[src/smbus_consts.vh]
// Function
// - Slave compares received 7-bit address with own-address bits 7..1, acks on match.
// - Own-address bit 0 set: accept all-zero general call; clear: ignore it.
// - While master, own-address register contents are disregarded.
// - Own-address bit 7 meets first address bit on the bus, then descending.
// - Status is 8 bits: upper five vary, lower three read zero.
// - Status resets to idle code 0xF8; idle never sets the event flag.
// - Master START sent reports 0x08; repeated START sent reports 0x10.
// - Address with write sent reports 0x18 on ack, 0x20 on nack.
// - Master transmitter data byte reports 0x28 on ack, 0x30 on nack.
// - Arbitration lost then addressed: 0x68 own write, 0x78 general call, 0xB0 own read.
// - Address with read sent reports 0x40 on ack, 0x48 on nack.
// - Master receiver data byte reports 0x50 if acked, 0x58 if not.
// - Own address with write: ack, report 0x60; enabled general call: ack, 0x70.
// - Addressed slave receiver data byte reports 0x80 acked, 0x88 not acked.
// - Data byte after general call reports 0x90 acked, 0x98 not acked.
// - Addressed slave seeing STOP or repeated START reports 0xA0.
// - Own address with read: ack, report 0xA8, software supplies byte to send.
// - Slave transmitter byte reports 0xB8 on master ack, 0xC0 on nack.
// - Ack flag cleared before final byte and master acks: report 0xC8.
// - Clock-high timer expiry reports timeout code 0xD0.
// - Illegal START or STOP reports bus error code 0x00; the code flags it only while not master.
// - Any non-idle state sets the event flag; only software clears it.
// - Event flag set while clock low holds the clock low until cleared.
`ifndef SMBUS_CONSTS_VH
`define SMBUS_CONSTS_VH
`define IDX_CTRL 8'hC0
`define IDX_PHASE 8'hC1
`define IDX_OWNADR 8'hC3
`define OWNADR_RESET 8'h00
`define CTRL_EN_BIT 6
`define CTRL_HALT_BIT 4
`define CTRL_EVT_BIT 3
`define CTRL_AA_BIT 2
`define ADR_GC_BIT 0
`define ST_BUS_ERR 8'h00
`define ST_START 8'h08
`define ST_RSTART 8'h10
`define ST_AW_ACK 8'h18
`define ST_AW_NACK 8'h20
`define ST_MTX_ACK 8'h28
`define ST_MTX_NACK 8'h30
`define ST_ARB_LOST 8'h38
`define ST_AR_ACK 8'h40
`define ST_AR_NACK 8'h48
`define ST_MRX_ACK 8'h50
`define ST_MRX_NACK 8'h58
`define ST_OWN_W 8'h60
`define ST_ARB_OWN_W 8'h68
`define ST_GCALL 8'h70
`define ST_ARB_GCALL 8'h78
`define ST_SRX_ACK 8'h80
`define ST_SRX_NACK 8'h88
`define ST_GRX_ACK 8'h90
`define ST_GRX_NACK 8'h98
`define ST_SLV_STOP 8'hA0
`define ST_OWN_R 8'hA8
`define ST_ARB_OWN_R 8'hB0
`define ST_STX_ACK 8'hB8
`define ST_STX_NACK 8'hC0
`define ST_STX_LAST 8'hC8
`define ST_TIMEOUT 8'hD0
`define ST_IDLE 8'hF8
`endif

[src/smbus_address_status_logic.v]
`timescale 1ns/1ps
`default_nettype none
`include "smbus_consts.vh"

module smbus_address_status_logic (
  input wire pclk,
  input wire presetn,
  input wire psel,
  input wire penable,
  input wire pwrite,
  input wire [11:0] paddr,
  input wire [31:0] pwdata,
  output reg [31:0] prdata,
  output reg pready,
  output reg pslverr,
  input wire scl_in,
  output reg scl_out,
  output reg scl_oe_n,
  input wire sda_in,
  output reg sda_out,
  output reg sda_oe_n,
  input wire master_mode,
  input wire ev_start,
  input wire ev_rstart,
  input wire ev_addr,
  input wire ev_data,
  input wire ev_rw,
  input wire ev_ack,
  input wire ev_arb_lost,
  input wire ev_timeout,
  input wire [7:0] tx_byte,
  output reg [7:0] rx_byte,
  output reg event_flag,
  output reg assert_ack_flag
);

  localparam [1:0] S_IDLE = 2'b00;
  localparam [1:0] S_ADDR = 2'b01;
  localparam [1:0] S_SRX = 2'b10;
  localparam [1:0] S_STX = 2'b11;

  // Byte address of a register from its index.
  function [11:0] reg_addr;
    input [7:0] idx;
    begin
      reg_addr = {2'b00, idx, 2'b00};
    end
  endfunction

  reg [7:0] bus_phase_register;
  reg [7:0] own_address_register;
  reg smbus_enable;
  reg halt_condition_request;
  reg [1:0] state;
  reg [3:0] bit_cnt;
  reg [7:0] shreg;
  reg ack_drive;
  reg tx_drive;
  reg gc_hit;
  reg gc_mode;
  reg ack_in;
  reg arb_flag;
  reg master_read;
  reg scl_d;
  reg sda_d;
  reg post;
  reg [7:0] pcode;

  wire [1:0] pins_s;
  wire scl_s;
  wire sda_s;

  // Both bus lines pass two flops before any logic looks at them.
  smbus_pin_sync #(
    .WIDTH(2)
  ) u_pin_sync (
    .clk(pclk),
    .rst_n(presetn),
    .d_in({scl_in, sda_in}),
    .q_out(pins_s)
  );

  assign scl_s = pins_s[1];
  assign sda_s = pins_s[0];

  // Clock edges and bus conditions seen on the synchronised lines.
  wire scl_rise = scl_s & ~scl_d;
  wire scl_fall = ~scl_s & scl_d;
  wire start_c = scl_s & scl_d & sda_d & ~sda_s;
  wire stop_c = scl_s & scl_d & ~sda_d & sda_s;

  // Register decode; accesses that hit no register answer with pslverr.
  wire sel_ctrl = (paddr == reg_addr(`IDX_CTRL));
  wire sel_phase = (paddr == reg_addr(`IDX_PHASE));
  wire sel_own = (paddr == reg_addr(`IDX_OWNADR));
  wire apb_take = psel & penable & ~pready;
  wire apb_done = psel & penable & pready;
  wire ctrl_wr = apb_done & pwrite & sel_ctrl;
  wire flag_clr = ctrl_wr & ~pwdata[`CTRL_EVT_BIT];

  // Slave-side qualifiers.
  wire addressed = (state == S_SRX) | (state == S_STX);
  wire halt_act = halt_condition_request & ~master_mode;
  wire byte_end = scl_fall & (bit_cnt == 4'd9) & (state != S_IDLE);
  // A START or STOP in the first clock of a byte is legal; later in the byte it is an error unless we are master.
  wire bus_err = (start_c | stop_c) & (state != S_IDLE) & (bit_cnt > 4'd1) & ~master_mode;

  // Own-address and general-call hits; matching is off while we are master.
  wire slave_ok = smbus_enable & ~master_mode & assert_ack_flag;
  wire own_match = slave_ok & (shreg[7:1] == own_address_register[7:1]);
  wire gc_match = slave_ok & own_address_register[`ADR_GC_BIT] & (shreg == 8'h00);

  // APB slave: one wait state, then pready for one cycle with the data.
  always @(posedge pclk or negedge presetn) begin
    if (!presetn) begin
      pready <= 1'b0;
      pslverr <= 1'b0;
      prdata <= 32'h0000_0000;
      own_address_register <= `OWNADR_RESET;
      smbus_enable <= 1'b0;
      assert_ack_flag <= 1'b0;
      halt_condition_request <= 1'b0;
    end else begin
      pready <= apb_take;
      if (apb_take) begin
        pslverr <= ~(sel_ctrl | sel_phase | sel_own);
        if (sel_phase) begin
          prdata <= {24'h00_0000, bus_phase_register[7:3], 3'b000};
        end else if (sel_own) begin
          prdata <= {24'h00_0000, own_address_register};
        end else if (sel_ctrl) begin
          prdata <= {24'h00_0000, 1'b0, smbus_enable, 1'b0, halt_condition_request,
                     event_flag, assert_ack_flag, 2'b00};
        end else begin
          prdata <= 32'h0000_0000;
        end
      end
      // Writes to the status register are accepted and dropped.
      if (apb_done & pwrite & sel_own) begin
        own_address_register <= pwdata[7:0];
      end
      if (ctrl_wr) begin
        smbus_enable <= pwdata[`CTRL_EN_BIT];
        assert_ack_flag <= pwdata[`CTRL_AA_BIT];
      end
      // A slave-mode halt acts at once; a master-mode halt waits for a STOP.
      halt_condition_request <= (ctrl_wr & pwdata[`CTRL_HALT_BIT]) |
                                (halt_condition_request & master_mode & ~stop_c);
    end
  end

  // Picks the state code to publish this cycle, if any.
  always @* begin
    post = 1'b1;
    pcode = `ST_IDLE;
    if (ev_timeout) begin
      pcode = `ST_TIMEOUT;
    end else if (bus_err) begin
      pcode = `ST_BUS_ERR;
    end else if (master_mode & ev_start) begin
      pcode = `ST_START;
    end else if (master_mode & ev_rstart) begin
      pcode = `ST_RSTART;
    end else if (master_mode & ev_addr) begin
      if (ev_rw) begin
        pcode = ev_ack ? `ST_AR_ACK : `ST_AR_NACK;
      end else begin
        pcode = ev_ack ? `ST_AW_ACK : `ST_AW_NACK;
      end
    end else if (master_mode & ev_data) begin
      if (master_read) begin
        pcode = ev_ack ? `ST_MRX_ACK : `ST_MRX_NACK;
      end else begin
        pcode = ev_ack ? `ST_MTX_ACK : `ST_MTX_NACK;
      end
    end else if (ev_arb_lost & (state == S_IDLE)) begin
      pcode = `ST_ARB_LOST;
    end else if ((start_c | stop_c) & addressed) begin
      pcode = `ST_SLV_STOP;
    end else if (byte_end) begin
      case (state)
        S_ADDR: begin
          if (ack_drive & gc_hit) begin
            pcode = arb_flag ? `ST_ARB_GCALL : `ST_GCALL;
          end else if (ack_drive & shreg[0]) begin
            pcode = arb_flag ? `ST_ARB_OWN_R : `ST_OWN_R;
          end else if (ack_drive) begin
            pcode = arb_flag ? `ST_ARB_OWN_W : `ST_OWN_W;
          end else if (arb_flag) begin
            pcode = `ST_ARB_LOST;
          end else begin
            post = 1'b0;
          end
        end
        S_SRX: begin
          if (gc_mode) begin
            pcode = ack_drive ? `ST_GRX_ACK : `ST_GRX_NACK;
          end else begin
            pcode = ack_drive ? `ST_SRX_ACK : `ST_SRX_NACK;
          end
        end
        S_STX: begin
          if (!ack_in) begin
            pcode = `ST_STX_NACK;
          end else begin
            pcode = assert_ack_flag ? `ST_STX_ACK : `ST_STX_LAST;
          end
        end
        default: begin
          post = 1'b0;
        end
      endcase
    end else begin
      post = 1'b0;
    end
  end

  // Status code and event flag; a new event beats a software clear.
  always @(posedge pclk or negedge presetn) begin
    if (!presetn) begin
      bus_phase_register <= `ST_IDLE;
      event_flag <= 1'b0;
    end else begin
      event_flag <= post | (event_flag & ~flag_clr);
      if (post) begin
        bus_phase_register <= pcode;
      end else if (~master_mode & (state == S_IDLE) &
                   (flag_clr | halt_act | (~event_flag & stop_c))) begin
        bus_phase_register <= `ST_IDLE;
      end
    end
  end

  // Slave sequencer: address shifting, ack decisions and byte framing.
  always @(posedge pclk or negedge presetn) begin
    if (!presetn) begin
      scl_d <= 1'b1;
      sda_d <= 1'b1;
      state <= S_IDLE;
      bit_cnt <= 4'd0;
      shreg <= 8'h00;
      ack_drive <= 1'b0;
      gc_hit <= 1'b0;
      gc_mode <= 1'b0;
      ack_in <= 1'b0;
      arb_flag <= 1'b0;
      master_read <= 1'b0;
      rx_byte <= 8'h00;
    end else begin
      scl_d <= scl_s;
      sda_d <= sda_s;
      if (master_mode & ev_addr) begin
        master_read <= ev_rw;
      end
      if (~smbus_enable | stop_c | bus_err | halt_act) begin
        state <= S_IDLE;
        bit_cnt <= 4'd0;
        ack_drive <= 1'b0;
        arb_flag <= 1'b0;
      end else if (start_c) begin
        // While enabled and not halted, every START that is not a bus error, our own included, begins an address phase.
        state <= S_ADDR;
        bit_cnt <= 4'd0;
        ack_drive <= 1'b0;
        arb_flag <= 1'b0;
      end else if (state != S_IDLE) begin
        if (ev_arb_lost) begin
          arb_flag <= 1'b1;
        end
        if (scl_rise & (bit_cnt < 4'd8)) begin
          shreg <= {shreg[6:0], sda_s};
        end
        if (scl_rise & (bit_cnt == 4'd8)) begin
          ack_in <= ~sda_s;
        end
        if (scl_rise & (bit_cnt < 4'd9)) begin
          bit_cnt <= bit_cnt + 4'd1;
        end
        // After the eighth bit decide whether to pull SDA low for the ack.
        if (scl_fall & (bit_cnt == 4'd8)) begin
          case (state)
            S_ADDR: begin
              gc_hit <= gc_match;
              ack_drive <= own_match | gc_match;
            end
            S_SRX: begin
              rx_byte <= shreg;
              ack_drive <= assert_ack_flag;
            end
            default: begin
              ack_drive <= 1'b0;
            end
          endcase
        end
        // End of the ack clock: release SDA and choose the next phase.
        if (byte_end) begin
          bit_cnt <= 4'd0;
          ack_drive <= 1'b0;
          arb_flag <= 1'b0;
          case (state)
            S_ADDR: begin
              gc_mode <= gc_hit;
              if (!ack_drive) begin
                state <= S_IDLE;
              end else begin
                state <= shreg[0] ? S_STX : S_SRX;
              end
            end
            S_SRX: begin
              if (!ack_drive) begin
                state <= S_IDLE;
              end
            end
            default: begin
              if (!(ack_in & assert_ack_flag)) begin
                state <= S_IDLE;
              end
            end
          endcase
        end
      end
    end
  end

  // Open-drain pin drivers; data bits change only while SCL is low.
  always @(posedge pclk or negedge presetn) begin
    if (!presetn) begin
      sda_out <= 1'b0;
      scl_out <= 1'b0;
      sda_oe_n <= 1'b1;
      scl_oe_n <= 1'b1;
      tx_drive <= 1'b0;
    end else begin
      sda_out <= 1'b0;
      scl_out <= 1'b0;
      if (~scl_s | (state == S_IDLE)) begin
        tx_drive <= (state == S_STX) & (bit_cnt < 4'd8) &
                    ~tx_byte[3'd7 - bit_cnt[2:0]];
      end
      sda_oe_n <= ~(ack_drive | tx_drive);
      scl_oe_n <= ~(event_flag & ~scl_s);
    end
  end

endmodule

`default_nettype wire

[src/smbus_pin_sync.v]
`timescale 1ns/1ps
`default_nettype none

module smbus_pin_sync #(
  parameter WIDTH = 2
) (
  input wire clk,
  input wire rst_n,
  input wire [WIDTH-1:0] d_in,
  output reg [WIDTH-1:0] q_out
);

  reg [WIDTH-1:0] meta;

  // Two flops per line; lines idle high, so reset to ones.
  always @(posedge clk or negedge rst_n) begin
    if (!rst_n) begin
      meta <= {WIDTH{1'b1}};
      q_out <= {WIDTH{1'b1}};
    end else begin
      meta <= d_in;
      q_out <= meta;
    end
  end

endmodule

`default_nettype wire

[config.mk]
export PLATFORM = sky130hd
export DESIGN_NAME = smbus_address_status_logic
export DESIGN_NICKNAME = d
export VERILOG_FILES = /design/src/smbus_address_status_logic.v /design/src/smbus_pin_sync.v
export VERILOG_INCLUDE_DIRS = /design/src
export SDC_FILE = /design/constraint.sdc
export NUM_CORES = 1
export LEC_CHECK = 0
export ABC_AREA = 1
export BUFFER_PORTS_ARGS = -buffer_cell sky130_fd_sc_hd__buf_2
export CORE_MARGIN = 8
export CORE_UTILIZATION = 35
export CTS_CLUSTER_DIAMETER = 40
export DETAILED_ROUTE_END_ITERATION = 6
export MAX_ROUTING_LAYER = met4
export PLACE_DENSITY = 0.63
export SETUP_SLACK_MARGIN = 0.05
export SYNTH_ARGS = -nofsm -noshare
export SYNTH_HDL_FRONTEND = slang
export SYNTH_HIERARCHICAL = 1
export SYNTH_SLANG_ARGS = --single-unit
export TNS_END_PERCENT = 1
[constraint.sdc]
create_clock -name pclk -period 1.9 [get_ports pclk]
set_clock_uncertainty 0.1 [all_clocks]
set_input_delay 0.095 -clock pclk [delete_from_list [all_inputs] [get_ports pclk]]
set_output_delay 0.095 -clock pclk [all_outputs]
set_load 0.01 [all_outputs]
-- Word level (Yosys, flattened, before mapping)
Index checks and enable logic that the tools add are counted.
- register bits after elaboration: 91
- output and inout bits: 48
- add/subtract/negate cells: 2
- $lt $le $gt $ge: 4
- equality and inequality tests: 11
- multiplexer cells: 74
- bitwise gates (word level): 79
- reduce and logical (&&, ||, !) cells: 19
- operators by type and width (operator ; number):
    2-to-1 mux 8 bit ; 16
    AND 1 bit ; 48
    2-to-1 mux 4 bit ; 11
    equality test 12 x 10 -> 1 bit (second input constant) ; 3
    2-to-1 mux 7 bit ; 5
    2-to-1 mux 32 bit ; 1
    2-to-1 mux 1 bit ; 25
    case mux 8 bit (3 select lines) ; 1
    NOT 1 bit ; 17
    2-to-1 mux 5 bit ; 3
    AND reduction 5 bit ; 3
    2-to-1 mux 2 bit ; 7
    OR 1 bit ; 14
    AND reduction 4 bit ; 3
    nonzero test 4 bit ; 3
    equality test 4 bit (second input constant) ; 2
    zero test 8 bit ; 1
    < comparator 4 bit (second input constant) ; 2
    equality test 7 bit ; 1
    2-to-1 mux 6 bit ; 1
    AND reduction 2 bit ; 3
    nonzero test 3 bit ; 2
    != test 5 x 4 -> 1 bit (second input constant) ; 1
    adder 4 x 1 -> 4 bit (second input constant) ; 1
    12 further kinds ; 15

-- Longest topological paths before layout
Gate-level depths: netlist of the first run.
- depth after elaboration: 15
- gate-level depth with buffers: 15
- depth with buffers taken out: 15

-- By module
The synthesis of the first run kept the hierarchy.
- modules (own cells, without submodules) (module ; times used ; cells an instance ; area an instance (sq um) ; seq. area each (sq um)):
    smbus_address_status_logic ; 1 ; 452 ; 3555.9 ; 1512.7
    smbus_pin_sync ; 1 ; 4 ; 105.1 ; 105.1

-- Worst setup path before layout of the first run
No wires, ideal clock.
- kind: register to register
- from: reg bit_cnt[0]
- to: reg bus_phase_register[7]
- data arrival time: 1607 ps
- setup slack: 115 ps
- cell stages (with the launch flop): 11
- cell sequence: dfrtp_1 inv_1 ha_1 nor2_1 nor3_1 nor2_1 nand3_1 nand2_1 nor3_2 nand2_2 o21a_1
- longest elaborated chain between the ends: 13
- elaborated cells on any way between the ends: 26
- classes of those cells: order compare: 1; eq/ne: 1; mux: 19; bitwise: 4; reduce/logical: 1
- ends and longest elaborated chain (what ; RTL line ; text):
    start: declaration ; smbus_address_status_logic.v:55 ; reg [3:0] bit_cnt;
    start signal: assignment ; smbus_address_status_logic.v:277 ; bit_cnt <= bit_cnt + 4'd1;
    equality test 4 bit ; smbus_address_status_logic.v:104 ; wire byte_end = scl_fall & (bit_cnt == 4'd9) & (state != S_IDLE);
    AND 1 bit (2 in a row) ; smbus_address_status_logic.v:104 ;
    2-to-1 mux 8 bit or 2-to-1 mux 1 bit (tied branches) ; smbus_address_status_logic.v:180 ; end else if (byte_end) begin
    2-to-1 mux 8 bit or 2-to-1 mux 1 bit (tied branches) ; smbus_address_status_logic.v:178 ; end else if ((start_c | stop_c) & addressed) begin
    2-to-1 mux 8 bit or 2-to-1 mux 1 bit (tied branches) ; smbus_address_status_logic.v:176 ; end else if (ev_arb_lost & (state == S_IDLE)) begin
    2-to-1 mux 8 bit or 2-to-1 mux 1 bit (tied branches) ; smbus_address_status_logic.v:170 ; end else if (master_mode & ev_data) begin
    2-to-1 mux 8 bit or 2-to-1 mux 1 bit (tied branches) ; smbus_address_status_logic.v:164 ; end else if (master_mode & ev_addr) begin
    2-to-1 mux 8 bit or 2-to-1 mux 1 bit (tied branches) ; smbus_address_status_logic.v:162 ; end else if (master_mode & ev_rstart) begin
    2-to-1 mux 8 bit or 2-to-1 mux 1 bit (tied branches) ; smbus_address_status_logic.v:160 ; end else if (master_mode & ev_start) begin
    2-to-1 mux 8 bit or 2-to-1 mux 1 bit (tied branches) ; smbus_address_status_logic.v:158 ; end else if (bus_err) begin
    2-to-1 mux 8 bit or 2-to-1 mux 1 bit (tied branches) ; smbus_address_status_logic.v:156 ; if (ev_timeout) begin
    2-to-1 mux 8 bit or nonzero test 2 bit (tied branches) ; n/a ;
    end signal: assignment ; smbus_address_status_logic.v:221 ; bus_phase_register <= `ST_IDLE;
    end signal: assignment ; smbus_address_status_logic.v:226 ; bus_phase_register <= pcode;
    end signal: assignment ; smbus_address_status_logic.v:229 ; bus_phase_register <= `ST_IDLE;
    end: declaration ; smbus_address_status_logic.v:50 ; reg [7:0] bus_phase_register;
Parallel ways exist; a longest one is shown, timed or not.
A chain may end at the register's enable or synchronous reset.

-- Worst setup path after layout of the first run
- from: reg bit_cnt[0]
- to: reg bus_phase_register[5]
Same word-level chain as after synthesis.

==> results.cfg, run 1 <==
[run_status]
status = complete, no violations

[synth]
yosys.area_share.simple_pct = 22.76
ys_ff_latch = 64
synth_top_family_by_area = simple AND/OR/NAND/NOR gates
synthXorXnorAreaFrac_pct = 1.196
yosysWarningCount = 6
synthAdderAreaFrac_pct = 4.101
yosysSeqAreaShare_pct = 44.19
yosysUniqueCellTypes = 42
synth-compound-area-share_pct = 13.77
syn_inst = 456
synth.area.mux_share_pct = 1.094
syn_area_sq_um = 3661
avgSynthCellArea_sq_um = 8.029

[worst_setup_path]
worst-path-buf-inv = 3
crit_chain = inv_1 > ha_2 > nor2_2 > nor3_2 > nor2_1 > nand3_1 > nand2_2 > nor3_4 > inv_1 > o21ai_1 > o21ai_1 > inv_1
worstPathArrival_ns = 2.07
worstRegToRegCells = 12
reg2reg_to = bus_phase_register[5]
rrSetupSlack_ns = 0.01
critPathTopFamily = simple AND/OR/NAND/NOR gates
critPathLaunchType = register
critPathCaptureType = register
cp_slowest_cell = dfrtp_2
critPathKind = reg -> reg
reg2reg_from = bit_cnt[0]
crit_fanout = 4
cpPeakStageDelay_ns = 0.44
critPathRequiredTime_ns = 2.09
crit_top_cell = inv_1

[floorplan]
std_cell_rows = 37
core_area_sq_um = 10230
fp.dieW_um = 118.3
die_h_um = 118.3
io_pins = 116
initial_core_util_pct = 35.78
dieArea_sq_um = 13990

[route]
drc = 0
routedWlPerCell_um = 13.37
vias = 3316
post_drt_via_cell_ratio = 4.638
drt-initial-drc-count = 183
ant_nets = 0
first_pass_iters = 4
drt_wl_total_um = 9558

[sta]
max_freq_mhz = 530.4
hold_ws_ns = 0.02818
setup_violations = 0
worstMarginPinSlew_ns = 0.5116
fin_ws_ns = 0.01450
drv_slew = 0
final-hold-violation-count = 0
rsz0062_at_grt = yes
slew_headroom_pct = 65.90
post-route-period-util_pct = 99.24
period_needed_ns = 1.886

[global_routing]
track_usage_pct = 14.30
grt_pass1_vias = 3375
overflow = 0
grt_max_degree = 46
grt_pass1_wl_um = 16190
antenna_found_initial = 0

[power_and_ir_drop]
p_per_area_nw_per_um2 = 931.1
leakage_nw = 2.362
irDropWorstVdd_v = 0.0006254

[cts]
clockBufferDepth = 2
cts.sinks = 64
clk_latency_ns = 0.34
numCtsBuffers = 9
cts_root_buf = clkbuf_8
cts_max_level = 3
clk_pin_slew_ns = 0.08
cts_tree = built

[finish]
synthToLayoutAreaGrowth_pct = 29.19
fill_cells = 1015
num_antenna_cells = 0
drive_gt1_share_pct = 31.09
nets = 654

[place]
hpwl_um = 7460
io_buffers = 65
gp_congestion = 0.8826
dp_slack_ns = -0.05025

[hold_path]
hp-class = in -> reg
min_from = penable
whs_endpoint = pready
min_path_cells = 4

[flow_run]
drv_cap = 0
-- flip-flops by register name (all words and copies together), names as in the netlist, 2 cells and up --
signal / flops
own_address_register: 8
prdata: 8
rx_byte: 8
shreg: 8
bus_phase_register: 5
bit_cnt: 4
state: 2
u_pin_sync/meta: 2
u_pin_sync/q_out: 2
-- worst max-delay path by stage --
stage | from | end | slack, ns | depth (start not counted)
2_1_floorplan | bit_cnt[0] | bus_phase_register[7] | 0.12 | 10
3_3_place_gp | state[0] | state[0] | -0.04 | 10
3_5_place_dp | state[0] | state[0] | -0.05 | 10
4_1_cts | state[0] | bus_phase_register[5] | 0.01 | 11
5_1_grt | scl_d | bus_phase_register[3] | -0.14 | 13
6_report | bit_cnt[0] | bus_phase_register[5] | 0.01 | 12
-- kinds of logic after synthesis --
family,Yosys count
AO/OA/AOI/OAI,89
XOR/XNOR,5
adder cells (fa/ha/maj),12
buffers and inverters,92
flip-flops,64
multiplexers,3
other,1
AND/OR/NAND/NOR,190
-- cell type report --
| cell class | count | area, sq um | area share, % |
|---|---|---|---|
| inverter | 61 | 231.5 | 4.894 |
| clock buffer | 9 | 123.9 | 2.619 |
| multi-input combinational | 325 | 1803 | 38.12 |
| timing repair buffer | 113 | 733.2 | 15.50 |
| clock inverter | 7 | 48.80 | 1.032 |
| sequential | 64 | 1619 | 34.23 |
| tap | 136 | 170.2 | 3.598 |
-- timing repair --
action,in CTS,in global routing
gates cloned,0,0
endpoints found under the hold margin,37,0
pin swaps,4,6
hold buffers,14,0
setup endpoints to repair,16,31
resized for setup,14,32
buffers inserted,1,3
-- cell usage after synthesis (all sizes together) --
| library cell | count | share of area (%) |
|---|---|---|
| xnor2 | 5 | 1.2 |
| buf | 31 | 6.5 |
| nor4 | 1 | 0.17 |
| inv | 61 | 6.3 |
| o21bai | 1 | 0.21 |
| nand4 | 10 | 1.7 |
| nand3 | 17 | 2.6 |
| dfrtp | 51 | 35 |
| nor3 | 12 | 1.8 |
| o21a | 1 | 0.21 |
| or2 | 3 | 0.51 |
| a41oi | 1 | 0.24 |
| o31ai | 1 | 0.21 |
| a22oi | 2 | 0.41 |
| a32o | 2 | 0.55 |
| a22o | 1 | 0.24 |
| a21oi | 23 | 3.2 |
| a211oi | 2 | 0.41 |
| nor2 | 50 | 5.6 |
| a31oi | 3 | 0.51 |
| o21ai | 46 | 6.4 |
| a221oi | 2 | 0.48 |
| mux2 | 2 | 0.82 |
| nor3b | 1 | 0.34 |
| mux2i | 1 | 0.27 |
| nand2 | 96 | 10 |
| dfstp | 13 | 9.3 |
| ha | 12 | 4.1 |
| o22ai | 4 | 0.68 |
| conb | 1 | 0.10 |
-- where the power goes --
group / total, mW / switching [mW] / leakage (nW) / internal [mW]
Combinational: 1.62 / 0.910 / 1.50 / 0.715
Sequential: 1.74 / 0.157 / 0.769 / 1.58
Clock: 1.04 / 0.565 / 0.0889 / 0.472
-- cells in the final DEF (no fill, tap or decap), types with 4 or more instances in the layout --
master | synthesis | routed
nand2_1 | 93 | 86
buf_2 | 2 | 65
inv_1 | 56 | 50
dfrtp_1 | 51 | 50
nor2_1 | 45 | 41
o21ai_0 | 42 | 36
buf_4 | 26 | 33
conb_1 | 1 | 26
a21oi_1 | 22 | 20
nand3_1 | 15 | 14
dlygate4sd3_1 | 0 | 14
dfstp_2 | 13 | 13
inv_2 | 5 | 10
nand4_1 | 10 | 10
o21ai_1 | 3 | 9
clkbuf_8 | 0 | 9
nand2_2 | 3 | 8
nor3_1 | 11 | 8
ha_1 | 12 | 7
nor2_2 | 4 | 6
xnor2_1 | 5 | 5
o22ai_1 | 4 | 4
ha_2 | 0 | 4
-- metrics by stage --
stage / setup TNS [ns] / utilization [%] / area [sq um] / instances / power, mW
floorplan: 0 / - / 3755 / 481 / 2.595
global placement: -0.06775 / 41.53 / 4249 / 681 / 3.175
detailed placement: -0.1580 / 41.53 / 4249 / 681 / 3.195
CTS: 0 / 45.09 / 4613 / 712 / 4.306
global route: -0.6801 / 46.23 / 4730 / 715 / 4.736
finish: 0 / 46.23 / 4730 / 715 / 4.404
-- metal layers --
layer	wire, um	part of all wire [%]	global-route usage (%)	vias up
li1	-	-	-	1679
met1	4497	47	17.78	1558
met2	4536	47	22.63	71
met3	424	4.4	3.332	8
met4	99	1.0	4.404	0
met5	0	0	-	-
-- worst reg2reg max path: stages (launching register included) --
cell and delay [ns]:
dfrtp_2 0.44, inv_1 0.09, ha_2 0.19, nor2_2 0.04, nor3_2 0.16, nor2_1 0.08
nand3_1 0.11, nand2_2 0.10, nor3_4 0.18, inv_1 0.10, o21ai_1 0.10, o21ai_1 0.09
inv_1 0.05
(Power assumes the default switching activity.)
==> inputs of run 2 (changes only) <==
--- a/config.mk
+++ b/config.mk
@@ -6,15 +6,12 @@
 export SDC_FILE = /design/constraint.sdc
 export NUM_CORES = 1
 export LEC_CHECK = 0
-export ABC_AREA = 1
 export BUFFER_PORTS_ARGS = -buffer_cell sky130_fd_sc_hd__buf_2
-export CORE_MARGIN = 8
 export CORE_UTILIZATION = 35
 export CTS_CLUSTER_DIAMETER = 40
 export DETAILED_ROUTE_END_ITERATION = 6
 export MAX_ROUTING_LAYER = met4
-export PLACE_DENSITY = 0.63
-export SETUP_SLACK_MARGIN = 0.05
+export PLACE_DENSITY = 0.62
 export SYNTH_ARGS = -nofsm -noshare
 export SYNTH_HDL_FRONTEND = slang
 export SYNTH_HIERARCHICAL = 1
==> results.cfg, run 2 <==
[run_status]
status = finished, violations left
violations = negative setup slack

[synth]
syn_inst = 351
yosysWarningCount = 6
yosys.area_share.simple_pct = 14.89
synth.area.mux_share_pct = 11.41
synth-compound-area-share_pct = 15.78
yosysSeqAreaShare_pct = 42.87
async_reset_ff_share_pct = 100.0
syn_area_sq_um = 3774
synthFlopType = dfrtp_1
ys_ff_latch = 64
synth_top_family_by_area = compound AO/OA/AOI/OAI gates
synth.area.top_cells = dfrtp_1 34%, dfstp_2 9.1%, mux2_2 6.6%, buf_4 5.6%, ha_1 4.0%
synthXorXnorAreaFrac_pct = 2.752
yosysUniqueCellTypes = 78
synth.most_common_cell = dfrtp_1
avgSynthCellArea_sq_um = 10.75
synth_top_area_cell = dfrtp_1
synth-edff-count = 0
synth_top_area_share_pct = 33.82
synth_common_cells = 51 x dfrtp_1, 28 x buf_4, 25 x nand2_1
synthAdderAreaFrac_pct = 3.979

[place]
gp_congestion = 0.8857
hpwl_um = 7104
io_buffers = 65
placedCellCount = 593
post_dp_cell_area_sq_um = 4524

[sta]
finalSetupTns_ns = -1.147
rsz0062_at_grt = yes
max_freq_mhz = 487.7
drv_slew = 0
period_needed_ns = 2.051
final-hold-violation-count = 0
post-route-period-util_pct = 107.9
worstMarginPinSlew_ns = 0.5116
fin_ws_ns = -0.1506
slew_headroom_pct = 65.80
setup_violations = 16

[power_and_ir_drop]
p_sw_share_pct = 26.19
combinationalPowerShare_pct = 11.0
p_per_area_nw_per_um2 = 579.3
finalPower_mw = 2.918
p_int_mw = 2.154
leakage_nw = 2.382
irDropWorstVdd_v = 0.0002862
pwr-share-seq_pct = 48.7
p_sw_uw = 764.5
p_clk_share_pct = 40.3

[floorplan]
die_h_um = 105.8
fp.dieW_um = 105.8
core_area_sq_um = 10370
io_pins = 116
initial_core_util_pct = 36.39
std_cell_rows = 37
dieArea_sq_um = 11200

[global_routing]
grt_max_degree = 47
track_usage_pct = 18.04
grt_pass1_vias = 3139
antenna_found_initial = 0
grt_pass1_wl_um = 15220
overflow = 0

[hold_path]
min_from = ev_start
hp-class = in -> reg
min_path_cells = 3
whs_endpoint = bus_phase_register[4]

[worst_setup_path]
worstRegToRegCells = 7
critPathTopFamily = compound AO/OA/AOI/OAI gates
reg2reg_to = bus_phase_register[6]
reg2reg_from = state[0]
critPathLaunchType = register
cpPeakStageDelay_ns = 0.43
crit_chain = inv_2 > ha_4 > and4bb_2 > and2_4 > a311o_1 > a221o_1 > a32oi_1
crit_fanout = 4
cp_slowest_cell = dfrtp_1
critPathKind = reg -> reg
critPathCaptureType = register
worst-path-buf-inv = 1
worstPathArrival_ns = 2.22
critPathRequiredTime_ns = 2.07
rrSetupSlack_ns = -0.15
cp.depth = 7

[finish]
fin_cells = 628
design_area_sq_um = 5037
final_common_cell = buf_2
nets = 567
drive_gt1_share_pct = 45.53
mostFrequentLayoutCells = 65 x buf_2, 50 x dfrtp_1, 49 x buf_4, 26 x conb_1, 23 x nand2_1
num_antenna_cells = 0
synthToLayoutAreaGrowth_pct = 33.49

[cts]
cts.sinks = 64
clockBufferDepth = 2
cts_max_level = 3
numCtsBuffers = 9
clk_latency_ns = 0.35
cts_root_buf = clkbuf_8
clk_pin_slew_ns = 0.08
cts_tree = built

[route]
wl_met2_um = 4796
drt_wl_total_um = 9446
first_pass_iters = 4
wl_met1_um = 4155
top_layer_used = met4
drc = 0
wl_met3_um = 344
post_drt_via_cell_ratio = 5.030
routedWlPerCell_um = 15.04
ant_nets = 0
drt-initial-drc-count = 156
vias = 3159

[flow_run]
drv_cap = 0
## run 2: cell count changes after synthesis, moves of 5 or more
cell	delta
nand2_1	-68
inv_1	-37
nand4_1	-6
nand3_1	-10
mux2i_1	+6
o31ai_1	+7
o21ai_0	-20
nor3_1	-10
nand2b_1	+5
mux2_1	+6
nor2_1	-25
a21oi_1	-18
mux2_2	+22
## run 2: final cells by class
type | instances | area, sq um
Fill cell | 968 | 5333
Multi-Input combinational cell | 258 | 2069
Sequential cell | 64 | 1619
Timing Repair Buffer | 134 | 908.4
Tap cell | 136 | 170.2
Clock buffer | 9 | 123.9
Inverter | 20 | 75.07
Clock inverter | 7 | 71.32
## run 2: what timing repair did
action | in CTS | in global routing
endpoints found under the hold margin | 39 | 0
buffers inserted | 4 | 1
setup endpoints to repair | 25 | 27
resized for setup | 21 | 14
pin swaps | 7 | 7
hold buffers | 15 | 0
## run 2: worst max-delay path by stage
stage	start	end	slack, ns
2_1_floorplan	state[0]	event_flag	-0.17
3_3_place_gp	state[0]	bus_phase_register[6]	-0.19
3_5_place_dp	state[0]	bus_phase_register[6]	-0.25
4_1_cts	state[0]	bus_phase_register[4]	-0.16
5_1_grt	state[0]	bus_phase_register[4]	-0.23
6_report	state[0]	bus_phase_register[6]	-0.15
## run 2: metal layers
| layer | GRT usage [%] | vias up |
|---|---|---|
| met5 | - | - |
| met4 | 6.845 | 0 |
| met3 | 3.649 | 10 |
| met2 | 29.69 | 84 |
| met1 | 21.78 | 1564 |
| li1 | - | 1501 |
## run 2: power by group through the flow
stage	Clock, mW	Sequential (mW)	Combinational [mW]
6_report	1.18	1.42	0.320
5_1_grt	1.27	1.42	0.355
3_5_place_dp	0	1.44	0.283
2_1_floorplan	0	1.44	0.177
4_1_cts	1.21	1.42	0.315
3_3_place_gp	0	1.44	0.277
## run 2: logic make-up after synthesis
family,after synthesis
and+or+nand+nor,94
AOI/OAI and AO/OA,78
DFF,64
buffers and inverters,54
muxes,37
adders and majority gates,12
xor gates and xnor gates,11
other,1
## run 2: through the flow
step	setup WS [ns]	utilization, %	hold WS [ns]
2_1_floorplan	-0.1682	-	-0.3006
3_3_place_gp	-0.1876	43.63	-0.008290
3_5_place_dp	-0.2523	43.63	-0.003915
4_1_cts	-0.1645	47.89	0.006009
5_1_grt	-0.2338	48.58	0.03090
6_report	-0.1506	48.58	0.04543
## run 2: worst register-to-register path, cell delays in order, from the launching register on
cell	delay, ns
dfrtp_1	0.43
inv_2	0.11
ha_4	0.15
and4bb_2	0.25
and2_4	0.18
a311o_1	0.27
a221o_1	0.33
a32oi_1	0.17
==> inputs of run 3 (changes only) <==
--- a/config.mk
+++ b/config.mk
@@ -6,12 +6,13 @@
 export SDC_FILE = /design/constraint.sdc
 export NUM_CORES = 1
 export LEC_CHECK = 0
+export ABC_AREA = 1
 export BUFFER_PORTS_ARGS = -buffer_cell sky130_fd_sc_hd__buf_2
 export CORE_UTILIZATION = 35
 export CTS_CLUSTER_DIAMETER = 40
 export DETAILED_ROUTE_END_ITERATION = 6
 export MAX_ROUTING_LAYER = met4
-export PLACE_DENSITY = 0.62
+export PLACE_DENSITY = 0.63
 export SYNTH_ARGS = -nofsm -noshare
 export SYNTH_HDL_FRONTEND = slang
 export SYNTH_HIERARCHICAL = 1
==> results.cfg, run 3 (synthesized netlist as in run 1, its figures left out) <==
[finish]
nets = 651
fin_cells = 709
utilization_pct = 47.17
drive_gt1_share_pct = 30.03
final_common_cell = nand2_1
num_antenna_cells = 0
synthToLayoutAreaGrowth_pct = 28.26
fill_cells = 966
mostFrequentLayoutCells = 88 x nand2_1, 65 x buf_2, 53 x inv_1, 51 x dfrtp_1, 39 x nor2_1

[floorplan]
dieArea_sq_um = 10870
die_h_um = 104.3
fp.dieW_um = 104.3
io_pins = 116
std_cell_rows = 36
initial_core_util_pct = 36.78
core_area_sq_um = 9955

[cts]
cts.sinks = 64
clk_pin_slew_ns = 0.08
cts_max_level = 3
numCtsBuffers = 9
cts_root_buf = clkbuf_8
cts_tree = built
clockBufferDepth = 2
clk_latency_ns = 0.36

[run_status]
status = complete, no violations

[route]
routedWlPerCell_um = 12.58
ant_nets = 0
drt_wl_total_um = 8919
post_drt_via_cell_ratio = 4.766
drc = 0
first_pass_iters = 4
vias = 3379
drt-initial-drc-count = 187

[power_and_ir_drop]
pwr-share-seq_pct = 39.5
p_clk_share_pct = 24.4
p_sw_mw = 1.636
finalPower_mw = 4.396
combinationalPowerShare_pct = 36.1
leakage_nw = 2.354
irDropWorstVdd_v = 0.0005421
p_int_mw = 2.760
p_per_area_nw_per_um2 = 936.2
p_sw_share_pct = 37.22

[worst_setup_path]
critPathRequiredTime_ns = 2.03
reg2reg_from = state[0]
critPathTopFamily = simple AND/OR/NAND/NOR gates
rrSetupSlack_ns = 0.04
worst-path-buf-inv = 3
critPathKind = reg -> reg
crit_fanout = 16
cpPeakStageDelay_ns = 0.36
critPathCaptureType = register
worstRegToRegCells = 9
worstPathArrival_ns = 1.98
cp_slowest_cell = dfrtp_1
critPathLaunchType = register
reg2reg_to = shreg[7]
crit_chain = inv_2 > ha_2 > buf_4 > nor2_2 > inv_1 > nor3_1 > nand2_4 > nand2_1 > o21ai_0

[sta]
rsz0062_at_grt = yes
setup_violations = 0
fin_ws_ns = 0.04361
drv_slew = 0
period_needed_ns = 1.856
final-hold-violation-count = 0
post-route-period-util_pct = 97.70
max_freq_mhz = 538.7

[hold_path]
min_from = penable
whs_endpoint = pready
hp-class = in -> reg
min_path_cells = 4

[global_routing]
overflow = 0
track_usage_pct = 17.96
antenna_found_initial = 0
grt_pass1_vias = 3255
grt_max_degree = 47
grt_pass1_wl_um = 15030

[flow_run]
drv_cap = 0

[place]
placedCellCount = 678
dp_slack_ns = -0.04203
io_buffers = 65
gp_congestion = 0.9099
hpwl_um = 6814
## run 3: cell count changes in the layout (fill, tap and decap cells not counted), moves of 17 or more
cell / change
nand2_1: +65
inv_1: +38
o21ai_0: +17
buf_4: -20
mux2_2: -22
nor2_1: +20
## run 3: worst max-delay path by stage
stage	startpoint	endpoint	slack (ns)	depth (start not counted)
after floorplan	bit_cnt[0]	bus_phase_register[7]	0.12	10
after global placement	state[0]	bus_phase_register[6]	-0.03	12
after detailed placement	state[0]	state[0]	-0.04	10
after CTS	scl_d	bus_phase_register[7]	0.001	10
after global routing	bit_cnt[0]	bus_phase_register[6]	-0.1	11
final	state[0]	shreg[7]	0.04	9
## run 3: power groups by stage
| stage | Sequential, mW | Clock (mW) | Combinational (mW) |
|---|---|---|---|
| 2_1_floorplan | 1.77 | 0 | 0.829 |
| 3_3_place_gp | 1.75 | 0 | 1.43 |
| 3_5_place_dp | 1.75 | 0 | 1.46 |
| 4_1_cts | 1.73 | 1.11 | 1.52 |
| 5_1_grt | 1.76 | 1.17 | 1.78 |
| 6_report | 1.74 | 1.07 | 1.59 |
## run 3: tightest hold or removal path, delay by kind of cell
| kind | cells | cell delay [ns] |
|---|---|---|
| buf+inv | 2 | 0.25 |
| simple gates | 2 | 0.09 |
## run 3: layout make-up
| type | instances | area (sq um) | area share [%] |
|---|---|---|---|
| sequential | 64 | 1618 | 34.45 |
| clock inverter | 7 | 55.05 | 1.172 |
| inverter | 61 | 231.5 | 4.929 |
| multi-input combinational | 325 | 1778 | 37.86 |
| tap | 133 | 166.4 | 3.544 |
| timing repair buffer | 110 | 723.2 | 15.40 |
| clock buffer | 9 | 123.9 | 2.638 |
## run 3: per-stage QoR
stage	TNS [ns]	area, sq um	hold WS, ns
2_1_floorplan	0	3755	-0.3006
3_3_place_gp	-0.07675	4245	-0.02483
3_5_place_dp	-0.1996	4245	-0.02434
4_1_cts	0	4592	0.003146
5_1_grt	-1.171	4696	0.02646
6_report	0	4696	0.01960
## run 3: layer usage
| layer | vias to the layer above | routed length (um) | track usage (%) | part of all wire (%) |
|---|---|---|---|---|
| met5 | - | 0 | - | 0 |
| met4 | 0 | 147 | 6.020 | 1.6 |
| met3 | 19 | 418 | 4.135 | 4.7 |
| met2 | 101 | 4244 | 28.62 | 48 |
| met1 | 1588 | 4108 | 22.42 | 46 |
| li1 | 1671 | - | - | - |
## run 3: repair_timing
item | in CTS | in global routing
hold endpoints to repair | 43 | 0
setup endpoints to repair | 11 | 30
hold buffers | 14 | 0
gates resized for setup | 8 | 30
buffers inserted | 0 | 1
pin swaps | 0 | 5
